<file path="config.mk">
export PLATFORM = sky130hd
export DESIGN_NAME = bfs_supervisor
export DESIGN_NICKNAME = d
export VERILOG_FILES = /design/src/bfs_pkg.sv /design/src/bfs_supervisor.sv
export SDC_FILE = /design/constraint.sdc
export NUM_CORES = 1
export LEC_CHECK = 0
export ABC_AREA = 1
export CORE_ASPECT_RATIO = 1.25
export CORE_MARGIN = 1.5
export CORE_UTILIZATION = 50
export CTS_CLUSTER_DIAMETER = 60
export DETAILED_ROUTE_END_ITERATION = 16
export DONT_BUFFER_PORTS = 1
export HOLD_SLACK_MARGIN = 0.06
export PLACE_DENSITY = 0.69
export RECOVER_POWER = 100
export SYNTH_ARGS = -nofsm -noshare
export SYNTH_HDL_FRONTEND = slang
export SYNTH_SLANG_ARGS = --single-unit
</file>
<file path="constraint.sdc">
create_clock -name pclk -period 3.15 [get_ports pclk]
set_input_delay 0.4725 -clock pclk [delete_from_list [all_inputs] [get_ports pclk]]
set_output_delay 0.4725 -clock pclk [all_outputs]
set_load 0.02 [all_outputs]
</file>
<file path="src/bfs_pkg.sv">
// package of constants and types for the bridge fault supervisor
package bfs_pkg;

   // ==========================================================
   // apb register map
   // ==========================================================
   localparam logic [7:0] BFS_CTRL_ADDR = 8'h00;   // control word
   localparam logic [7:0] BFS_STAT_ADDR = 8'h04;   // fault state, read only
   localparam logic [7:0] BFS_GATE_ADDR = 8'h08;   // gate drives, read only
   localparam int BFS_EN_BIT = 0;                  // ctrl: drive enable
   localparam int BFS_DEAD_LSB = 8;                // ctrl: dead time field
   localparam int BFS_DEAD_MSB = 15;
   localparam logic BFS_EN_RST = 1'b1;             // bridge allowed after reset
   localparam logic [7:0] BFS_DEAD_RST = 8'h04;    // dead time in cycles
   localparam int BFS_ST_SHORT = 0;                // status: short latches 3:0
   localparam int BFS_ST_BOOT = 4;                 // status: boot faults 5:4
   localparam int BFS_ST_OT = 6;
   localparam int BFS_ST_GATE_REGULATOR_SUPPLY = 7;
   localparam int BFS_ST_LOGIC = 8;
   localparam int BFS_ST_MDIS = 9;
   localparam int BFS_ST_FLAGS = 10;               // flag pin readback 11:10

   // ==========================================================
   // gate drive indices and drive patterns
   // ==========================================================
   localparam int BFS_HA = 0;
   localparam int BFS_LA = 1;
   localparam int BFS_HB = 2;
   localparam int BFS_LB = 3;
   localparam logic [3:0] BFS_G_OFF = 4'h0;
   localparam logic [3:0] BFS_G_LS = 4'hA;         // both low sides
   localparam logic [3:0] BFS_G_HS = 4'h5;         // both high sides
   localparam logic [3:0] BFS_G_AB = 4'h9;         // a high, b low
   localparam logic [3:0] BFS_G_BA = 4'h6;         // b high, a low
   localparam logic [3:0] BFS_G_LA = 4'h2;
   localparam logic [3:0] BFS_G_LB = 4'h8;
   localparam logic [3:0] BFS_G_HA = 4'h1;
   localparam logic [3:0] BFS_G_HB = 4'h4;

   // ==========================================================
   // timing
   // ==========================================================
   localparam int BFS_CLK_NS = 50;                 // pclk period
   localparam int BFS_BLANK_EXTRA_NS = 600;        // comparator latency margin
   localparam int BFS_BLANK_EXTRA_CYC = (BFS_BLANK_EXTRA_NS + BFS_CLK_NS - 1) / BFS_CLK_NS;
   localparam int BFS_BOOT_TO_NS = 10000;          // bootstrap charge timeout
   localparam int BFS_BOOT_TO_CYC = BFS_BOOT_TO_NS / BFS_CLK_NS;

   // ==========================================================
   // types
   // ==========================================================
   // host control pins
   typedef struct packed {
      logic high_side_chop_in;
      logic low_side_chop_in;
      logic sync_rect_enable;
      logic phase_dir;
   } bfs_cmd_t;

   // analog monitor results, all asynchronous
   typedef struct packed {
      logic [3:0] vds_over;        // ds voltage above threshold, per fet
      logic [1:0] boot_below_on;   // bootstrap below turn-on limit
      logic [1:0] boot_below_off;  // bootstrap below turn-off limit
      logic mon_disable;           // threshold above monitor_disable_level
      logic overtemp;
      logic regulator_uv;          // gate_regulator_supply low
      logic logic_uv;              // logic_supply low
   } bfs_mon_t;

   // bootstrap sequencer states
   typedef enum logic [2:0] {
      BS_IDLE = 3'b001,
      BS_CHARGE = 3'b010,
      BS_ON = 3'b100
   } bfs_boot_t;

endpackage

</file>
<file path="src/bfs_supervisor.sv">
// fault supervision, coast/brake decode and apb registers for a bridge driver
`timescale 1ns/10ps

// Summary of operation
// - all chop and rect low: all gates off
// - low chop and rect high: low-side brake
// - rect low: only one low side on
// - swapped chop levels brake via high sides
// - blank each active fet, then compare it
// - ignore comparator while off or blanking
// - monitor disable level stops all shorts
// - flags encode short, overtemp, undervoltage
// - simultaneous faults OR their flag patterns
// - which faults disable and which latch
// - overtemp raises flag a only, self-clears
// - regulator low disables, held from power-up
// - charge bootstrap via low side first
// - recharge if bootstrap drops while on
// - charge timeout latches undervoltage fault
// - logic undervoltage clears latched short and boot faults
// - logic undervoltage held from power-up
// - short after blanking latches, kills fet
// - low-side ds sense finds short to supply
// - high-side ds sense finds short to ground
// - shorted winding reported as short fault
// - short reset pulse clears latched faults
// - blank time is dead time plus margin
module bfs_supervisor (
   // clock and reset
   input wire logic pclk,
   input wire logic presetn,
   // apb slave
   input wire logic psel,
   input wire logic penable,
   input wire logic pwrite,
   input wire logic [7:0] paddr,
   input wire logic [31:0] pwdata,
   output logic [31:0] prdata,
   output logic pready,
   output logic pslverr,
   // host control and analog monitors
   input wire bfs_pkg::bfs_cmd_t cmd_in,
   input wire bfs_pkg::bfs_mon_t mon_in,
   // gate drives, bit order ha, la, hb, lb
   output logic [3:0] gate_drive,
   // open-drain fault flags
   input wire logic fault_flag_a_in,
   output logic fault_flag_a_out,
   output logic fault_flag_a_oe,
   input wire logic fault_flag_b_in,
   output logic fault_flag_b_out,
   output logic fault_flag_b_oe
);
   import bfs_pkg::*;

   // ==========================================================
   // input decode
   // ==========================================================
   // bridge pattern requested by the control pins
   function automatic logic [3:0] bfs_decode(input bfs_cmd_t c);
      logic [3:0] g;
      g = BFS_G_OFF;
      case ({c.high_side_chop_in, c.low_side_chop_in})
         2'b11: begin
            g = c.phase_dir ? BFS_G_AB : BFS_G_BA;
         end
         2'b01: begin
            // low-side recirculation
            if (c.sync_rect_enable) begin
               g = BFS_G_LS;
            end else begin
               g = c.phase_dir ? BFS_G_LB : BFS_G_LA;
            end
         end
         2'b10: begin
            // mirror image on the high sides
            if (c.sync_rect_enable) begin
               g = BFS_G_HS;
            end else begin
               g = c.phase_dir ? BFS_G_HA : BFS_G_HB;
            end
         end
         default: begin
            g = BFS_G_OFF;
         end
      endcase
      return g;
   endfunction

   // ==========================================================
   // monitor synchronisers
   // ==========================================================
   bfs_mon_t mon_meta_reg;       // first stage, read only by stage two
   bfs_mon_t mon_reg;            // safe, synchronised copy

   // undervoltage bits come up asserted so the bridge stays off
   // until the supplies have been seen good after power-up
   always_ff @(posedge pclk or negedge presetn) begin
      if (!presetn) begin
         mon_meta_reg <= '{default: 1'b0, regulator_uv: 1'b1, logic_uv: 1'b1};
         mon_reg <= '{default: 1'b0, regulator_uv: 1'b1, logic_uv: 1'b1};
      end else begin
         mon_meta_reg <= mon_in;
         mon_reg <= mon_meta_reg;
      end
   end

   // ==========================================================
   // registers and shared state
   // ==========================================================
   logic drive_en_reg;           // software bridge enable
   logic [7:0] dead_cyc_reg;     // dead time in pclk cycles
   logic [3:0] gate_reg;         // registered gate drives
   logic [3:0] short_reg;        // latched short per fet
   logic [1:0] boot_flt_reg;     // latched bootstrap fault per phase
   logic flag_a_oe_reg;          // flag a pull-down, low on fault
   logic flag_b_oe_reg;
   logic [3:0] qual;             // comparator not masked
   logic [3:0] demand;           // decoded bridge request
   logic [3:0] gate_next;
   logic [1:0] charging;         // phase in bootstrap charge
   logic [1:0] hs_ok;            // high side may be driven
   logic [1:0] boot_to;          // charge cycle timed out
   logic uv_any;
   logic disable_all;
   logic [8:0] blank_lim;

   assign demand = bfs_decode(cmd_in);
   assign uv_any = mon_reg.logic_uv | mon_reg.regulator_uv | (|boot_flt_reg);
   // every disabling fault forces all gates low
   assign disable_all = uv_any | (|short_reg) | ~drive_en_reg;
   // blank covers dead time plus comparator latency
   assign blank_lim = {1'b0, dead_cyc_reg} + 9'(BFS_BLANK_EXTRA_CYC);

   // ==========================================================
   // bootstrap sequencer, one per phase
   // ==========================================================
   genvar p;
   generate
      for (p = 0; p < 2; p++) begin : g_boot
         bfs_boot_t st_reg;                // sequencer state
         logic [7:0] cnt_reg;              // charge time counter
         logic want_hs;
         assign want_hs = demand[2 * p];
         assign charging[p] = (st_reg == BS_CHARGE);
         assign hs_ok[p] = (st_reg == BS_ON) & want_hs;
         assign boot_to[p] = charging[p] & want_hs & mon_reg.boot_below_on[p]
            & (cnt_reg == 8'(BFS_BOOT_TO_CYC - 1));

         // charge before turning on, recharge on droop
         always_ff @(posedge pclk or negedge presetn) begin
            if (!presetn) begin
               st_reg <= BS_IDLE;
               cnt_reg <= 8'h00;
            end else begin
               case (st_reg)
                  BS_IDLE: begin
                     cnt_reg <= 8'h00;
                     if (want_hs && !disable_all) begin
                        // low bootstrap: charge via low side
                        st_reg <= mon_reg.boot_below_on[p] ? BS_CHARGE : BS_ON;
                     end
                  end
                  BS_ON: begin
                     cnt_reg <= 8'h00;
                     if (!want_hs) begin
                        st_reg <= BS_IDLE;
                     end else if (mon_reg.boot_below_off[p]) begin
                        st_reg <= BS_CHARGE;
                     end
                  end
                  BS_CHARGE: begin
                     cnt_reg <= cnt_reg + 8'h01;
                     if (!want_hs || disable_all || boot_to[p]) begin
                        st_reg <= BS_IDLE;
                     end else if (!mon_reg.boot_below_on[p]) begin
                        st_reg <= BS_ON;
                     end
                  end
                  default: begin
                     st_reg <= BS_IDLE;
                  end
               endcase
            end
         end
      end
   endgenerate

   // bootstrap faults latch until reset; logic undervoltage wipes them
   always_ff @(posedge pclk or negedge presetn) begin
      if (!presetn) begin
         boot_flt_reg <= 2'b00;
      end else if (mon_reg.logic_uv) begin
         boot_flt_reg <= 2'b00;
      end else begin
         boot_flt_reg <= boot_flt_reg | boot_to;
      end
   end

   // ==========================================================
   // gate drive
   // ==========================================================
   // high sides wait for the sequencer; a charge pulse on the low side
   // is dropped as soon as its high side is no longer wanted, so coast wins
   always_comb begin
      gate_next = BFS_G_OFF;
      if (!disable_all) begin
         gate_next[BFS_HA] = hs_ok[0];
         gate_next[BFS_LA] = demand[BFS_LA] | (charging[0] & demand[BFS_HA]);
         gate_next[BFS_HB] = hs_ok[1];
         gate_next[BFS_LB] = demand[BFS_LB] | (charging[1] & demand[BFS_HB]);
         gate_next = gate_next & ~short_reg;
      end
   end

   always_ff @(posedge pclk or negedge presetn) begin
      if (!presetn) begin
         gate_reg <= BFS_G_OFF;
      end else begin
         gate_reg <= gate_next;
      end
   end

   // ==========================================================
   // blanking and short detection, one per fet
   // ==========================================================
   genvar f;
   generate
      for (f = 0; f < 4; f++) begin : g_fet
         logic [8:0] blank_reg;            // cycles since turn-on
         // counter sits at zero while the fet is off
         always_ff @(posedge pclk or negedge presetn) begin
            if (!presetn) begin
               blank_reg <= 9'h000;
            end else if (!gate_reg[f]) begin
               blank_reg <= 9'h000;
            end else if (blank_reg < blank_lim) begin
               blank_reg <= blank_reg + 9'h001;
            end
         end
         assign qual[f] = gate_reg[f] & (blank_reg >= blank_lim);

         // even index: high side, short to ground; odd: low side,
         // short to supply; a shorted winding trips either or both
         always_ff @(posedge pclk or negedge presetn) begin
            if (!presetn) begin
               short_reg[f] <= 1'b0;
            end else if (mon_reg.logic_uv) begin
               short_reg[f] <= 1'b0;
            end else if (qual[f] && mon_reg.vds_over[f] && !mon_reg.mon_disable) begin
               short_reg[f] <= 1'b1;
            end
         end
      end
   endgenerate

   // ==========================================================
   // fault flags
   // ==========================================================
   // overtemp only touches flag a, undervoltage sets both
   always_ff @(posedge pclk or negedge presetn) begin
      if (!presetn) begin
         flag_a_oe_reg <= 1'b1;
         flag_b_oe_reg <= 1'b1;
      end else begin
         flag_a_oe_reg <= ~(mon_reg.overtemp | uv_any);
         flag_b_oe_reg <= ~((|short_reg) | uv_any);
      end
   end

   // open drain: pull low when no fault, release high on fault
   assign fault_flag_a_out = 1'b0;
   assign fault_flag_b_out = 1'b0;
   assign fault_flag_a_oe = flag_a_oe_reg;
   assign fault_flag_b_oe = flag_b_oe_reg;
   assign gate_drive = gate_reg;

   // ==========================================================
   // apb slave
   // ==========================================================
   logic [31:0] rdata_reg;       // read data, set in setup phase
   logic err_reg;                // error for unmapped address
   logic setup;
   logic [31:0] stat_word;
   assign setup = psel & ~penable;
   assign prdata = rdata_reg;
   assign pready = 1'b1;         // zero wait states, constant
   assign pslverr = err_reg;

   always_comb begin
      stat_word = 32'h0000_0000;
      stat_word[BFS_ST_SHORT +: 4] = short_reg;
      stat_word[BFS_ST_BOOT +: 2] = boot_flt_reg;
      stat_word[BFS_ST_OT] = mon_reg.overtemp;
      stat_word[BFS_ST_GATE_REGULATOR_SUPPLY] = mon_reg.regulator_uv;
      stat_word[BFS_ST_LOGIC] = mon_reg.logic_uv;
      stat_word[BFS_ST_MDIS] = mon_reg.mon_disable;
      stat_word[BFS_ST_FLAGS +: 2] = {fault_flag_b_in, fault_flag_a_in};
   end

   // read data and error are prepared during setup for a zero-wait access
   always_ff @(posedge pclk or negedge presetn) begin
      if (!presetn) begin
         rdata_reg <= 32'h0000_0000;
         err_reg <= 1'b0;
      end else if (setup) begin
         err_reg <= 1'b0;
         rdata_reg <= 32'h0000_0000;
         case (paddr)
            BFS_CTRL_ADDR: begin
               rdata_reg[BFS_EN_BIT] <= drive_en_reg;
               rdata_reg[BFS_DEAD_MSB:BFS_DEAD_LSB] <= dead_cyc_reg;
            end
            BFS_STAT_ADDR: begin
               rdata_reg <= stat_word;
            end
            BFS_GATE_ADDR: begin
               rdata_reg[3:0] <= gate_reg;
            end
            default: begin
               err_reg <= 1'b1;
            end
         endcase
      end
   end

   // control writes take effect at the access edge
   always_ff @(posedge pclk or negedge presetn) begin
      if (!presetn) begin
         drive_en_reg <= BFS_EN_RST;
         dead_cyc_reg <= BFS_DEAD_RST;
      end else if (psel && penable && pwrite && paddr == BFS_CTRL_ADDR) begin
         drive_en_reg <= pwdata[BFS_EN_BIT];
         dead_cyc_reg <= pwdata[BFS_DEAD_MSB:BFS_DEAD_LSB];
      end
   end
endmodule // bfs_supervisor

</file>
After elaboration in Yosys (flattened, before gate mapping):

Cells that the tools add are included.

* bits in registers: 120
* latch bits: 0
* memory bits (writable): 0
* memory bits (read-only): 0
* input bits: 63
* memories: 0

* add/subtract/negate cells: 7
* $mul: 0
* div/mod/pow operators: 0
* magnitude comparators: 8
* equal/unequal tests: 23
* shift-type cells: 0
* muxes and demuxes: 45
* bitwise operators: 27
* reduce and logical (&&, ||, !) cells: 35

Operators by type and width (count)
* 2-to-1 mux 9 bit: 8
* one-hot mux 8 bit (2 select lines): 3
* 2-to-1 mux 3 bit: 14
* adder 9 x 1 -> 9 bit, second input constant: 4
* greater-or-equal comparator 9 bit: 4
* less-than comparator 9 bit: 4
* 2-to-1 mux 4 bit: 5
* one-hot mux 3 bit (3 select lines): 2
* adder 8 x 1 -> 8 bit, second input constant: 2
* equality test 8 bit, second input constant: 2
* bitwise AND 1 bit: 13
* logical AND 1 bit: 13
* one-hot mux 4 bit (3 select lines): 1
* nonzero test 2 bit: 6
* adder 8 x 4 -> 9 bit, second input constant: 1
* 2-to-1 mux 1 bit: 9
* equality test 8 x 3 -> 1 bit, second input constant: 1
* equality test 8 x 4 -> 1 bit, second input constant: 1
* zero test 8 bit: 1
* inequality test 2 x 1 -> 1 bit, second input constant: 4
* OR 1 bit: 7
* equality test 3 x 1 -> 1 bit, second input constant: 2
* equality test 3 x 2 -> 1 bit, second input constant: 2
* equality test 3 bit, second input constant: 2
* other kinds (18): 34

Depth between registers and ports, before layout:

* depth in word-level cells: 9
* gate-level depth with buffers: 19
* gate-level depth less buffers: 19

Least setup slack after synthesis:

Ideal clock, no wire load.

* path type: reg2reg
* from: reg dead_cyc_reg[2]
* to: reg g_fet[1].blank_reg[0]
* data arrival time: 2465 ps
* path slack: 620 ps
* cell stages (with the launch flop): 17
* buffers on the path: 1
* cells stage by stage: dfstp_2 > inv_1 > ha_1 > or2_2 > nor2_1 > xor2_1 > ha_1 > nand2_1 > inv_1 > nand2_1 > nand2_1 > nand2_1 > nand2_1 > nand2_2 > buf_6 > nand3_1 > nand2_1

* word-level cells in the longest chain between the ends: 3

Ends and longest elaborated chain
* start, declared: RTL line bfs_supervisor.sv:112 `logic [7:0] dead_cyc_reg;`
* start signal, assigned: RTL line bfs_supervisor.sv:334 `dead_cyc_reg <= pwdata[BFS_DEAD_MSB:BFS_DEAD_LSB];`
* adder 8 x 4 -> 9 bit: RTL line bfs_supervisor.sv:133 `assign blank_lim = {1'b0, dead_cyc_reg} + 9'(BFS_BLANK_EXTRA_CYC);`
* less-than comparator 9 bit: RTL line bfs_supervisor.sv:237 `end else if (blank_reg < blank_lim) begin`
* inequality test 2 x 1 -> 1 bit (no line)
* end signal, assigned: RTL line bfs_supervisor.sv:238 `blank_reg <= blank_reg + 9'h001;`
* end, declared: RTL line bfs_supervisor.sv:230 `logic [8:0] blank_reg;`

No other way between the ends.
A chain may end at the register's enable or synchronous reset.

Worst setup path in the final report:

* from: reg dead_cyc_reg[2]
* to: reg g_fet[0].blank_reg[5]

* word-level cells in the longest chain between the ends: 3

Ends and longest elaborated chain (RTL line)
* adder 8 x 4 -> 9 bit: bfs_supervisor.sv:133
* less-than comparator 9 bit: bfs_supervisor.sv:237
* inequality test 2 x 1 -> 1 bit (no line)
* end signal, assigned: bfs_supervisor.sv:238
* end, declared: bfs_supervisor.sv:230

No other way between the ends.

==> impl_metrics.tcl <==
set metrics [dict create \
    n_fill_cell 1167 \
    h-tree-depth 4 \
    period_share_pct 90.49 \
    syn_inst 830 \
    initial_core_util_pct 51.89 \
    final_net_count 951 \
    hold_violations 111 \
    grt_pass1_wl_mm 25.51 \
    worstSetupEndpoint "g_fet[0].blank_reg[5]" \
    fin_crit_ns 2.851 \
    rows 46 \
    grt_max_degree 121 \
    required_ns 3.51 \
    p_per_area_nw_per_um2 548.2 \
    path_max_fanout 7 \
    vdd_drop_max_mv 0.4520 \
    die_w_microns 106.2 \
    num_antenna_cells 0 \
    endpoint_kind "flop" \
    io_pins 105 \
    synth_edf_count 0 \
    slew_viol_final 0 \
    ys_seq_elements 120 \
    clock_sinks 120 \
    fin_area_sq_um 7406 \
    relSlewSlack_pct 39.23 \
    synth.most_common_cell "nand2_1" \
    cp-startpoint "dead_cyc_reg[2]" \
    synth_common_cells "nand2_1 (226), dfrtp_1 (110), inv_1 (109)" \
    setup_viol 0 \
    timing.hold.ws_ns -0.2431 \
    wirelength_mm 15.04 \
    synthTopCellsByArea "dfrtp_1 (41%), nand2_1 (13%), ha_1 (6.6%)" \
    avgViaCountPerCell 5.247 \
    yosysTopAreaCell "dfrtp_1" \
    synth.top_cell.area_share_pct 41.33 \
    outcome "finished with violations" \
    cp-start-kind "flop" \
    yosys_warnings 0 \
    maxCapViolations 0 \
    overflow 0 \
    synthFlopType "dfrtp_1" \
    r2r-start "dead_cyc_reg[2]" \
    syn2layout_area_growth_pct 11.20 \
    largest_register_ffs 36 \
    grt_usage_pct 23.04 \
    path_clk_slew_ns 0.06 \
    die_y_microns 132.0 \
    cts.repair.resized 0 \
    cts_root_buf "clkbuf_16" \
    failed_checks "hold timing" \
    clock_skew_ns 0.01441 \
    max_freq_mhz 350.8 \
    vias 5425 \
    power_leakage_uw 0.003754 \
    ant_nets 0 \
    first_global_vias 5592 \
    worst_slew_pin_slew_ns 0.9088 \
    rsz0062_at_grt "false" \
    numCtsBuffers 17 \
    antenna_found_initial 0 \
    finalSetupTns_ns 0 \
    port_buffers 0 \
    yosysSeqAreaShare_pct 45.28 \
    cts_buffer_depth 2 \
    worst_r2r_endpoint "g_fet[0].blank_reg[5]" \
    syn_area_per_cell_sq_um 8.024 \
    post_cts_buffers 0 \
    drive_gt1_share_pct 7.044 \
    r2r_slack_ns 0.30 \
    fp.coreArea_sq_um 12830 \
    gp_congestion 0.8620 \
    drt-wirelength-per-cell_microns 14.55 \
    syn_area_sq_um 6660 \
    cts_tree "yes" \
    place_area_sq_um 6810 \
    synth-async-reset-ratio_pct 100.0 \
    holdBufCountCts 3 \
    drc 0 \
    ys_types 40 \
    hpwlAfterDp_mm 11.08 \
    reg2reg_depth 17 \
    critPathKind "reg -> reg" \
    drtIter0Drc 320 \
    arrival_ns 3.21 \
    die_area_sq_um 14030 \
    min_path_type "in -> async" \
    insertion_delay_ns 0.43 \
    dr.pass1.iters 4 \
]
routing by layer:
metal  vias up  wire length [microns]  track usage [%]
li1       2689                      -                -
met1      2598                   6148            26.31
met2       110                   7886            39.71
met3        28                    682            6.031
met4         0                    324            11.19
met5         -                      0                0
worst min path at each step:
stage | startpoint | to | slack, ns | cells past startpoint
after floorplan | presetn | boot_flt_reg[0] | 0.18 | 0
after global placement | presetn | g_fet[1].blank_reg[0] | 0.18 | 0
after detailed placement | presetn | g_fet[1].blank_reg[3] | 0.18 | 0
after CTS | presetn | g_fet[1].blank_reg[4] | -0.26 | 0
after global routing | presetn | dead_cyc_reg[6] | -0.27 | 0
final | presetn | g_fet[1].blank_reg[3] | -0.24 | 0
logic make-up after synthesis:
kind of cell    after synthesis  synth area share, %
xor+xnor                     29                3.814
buf+inv                     139                9.374
simple gates                419                27.37
other cells                   2               0.1128
flops                       120                45.28
compound gates               86                7.477
fa+ha+maj                    35                6.575
area by class of cell:
class	count	area, sq um	area share [%]
Clock buffer	22	474.2	6.403
Sequential cell	120	3015	40.72
Clock inverter	10	142.6	1.926
Inverter	113	425.4	5.744
Multi-Input combinational cell	588	3054	41.24
Tap cell	168	210.2	2.838
Timing Repair Buffer	13	83.83	1.132
placed cells by master (no fill, tap or decap), types with 3 or more instances in the layout:
master         synthesis  layout
clkinvlp_4             0       4
xor2_1                25      25
o21ai_1                6       6
a21oi_1               30      30
dfstp_2               10       6
ha_1                  35      35
o31ai_1                8       8
bufinv_16              0       3
clkbuf_1               2       7
o22ai_1                8       8
nand3_1               64      64
nor4_1                 4       4
clkbuf_8               0       3
inv_1                109     109
dfrtp_1              110     110
xnor2_1                4       4
nor3_1                17      17
nor3b_1                8       8
o21ai_0               23      23
dfstp_1                0       4
and3_1                 3       3
o211ai_1               3       3
nand2_1              226     227
nand2_2                8       7
clkbuf_16              0      17
dlygate4sd3_1          0       3
nand4_1                6       7
conb_1                 2      19
nor2_1                73      73
buf_4                 21       4
critical path: stages (launching register included):
cell and delay, ns:
dfstp_2 0.52, inv_1 0.06, ha_1 0.21, or2_2 0.31, nor2_1 0.15, xor2_1 0.21, buf_4 0.18, ha_1 0.24
nand2_1 0.07, inv_1 0.04, nand2_1 0.04, nand2_1 0.04, nand2_1 0.07, nand2_1 0.08, nand2_2 0.08, clkbuf_1 0.28
nand3_1 0.12, nand2_1 0.08
power breakdown:
| part | switching [uW] | total [uW] | internal (uW) | leakage, uW |
|---|---|---|---|---|
| combinational | 270 | 382 | 112 | 0.00192 |
| sequential | 57.2 | 1680 | 1620 | 0.00155 |
| clock | 690 | 2000 | 1310 | 0.000289 |
| total | 1020 | 4060 | 3040 | 0.00375 |
through the flow:
step / setup slack, ns / total power [uW] / util, % / std cells
finish: 0.2995 / 4060 / 57.70 / 1034
global route: 0.07832 / 4227 / 57.70 / 1034
CTS: 0.4075 / 4097 / 58.10 / 1034
detailed placement: 0.4297 / 2081 / 53.06 / 999
global placement: 0.4837 / 2052 / 53.06 / 999
floorplan: 0.6197 / 2006 / - / 847
(Power assumes the default switching activity.)
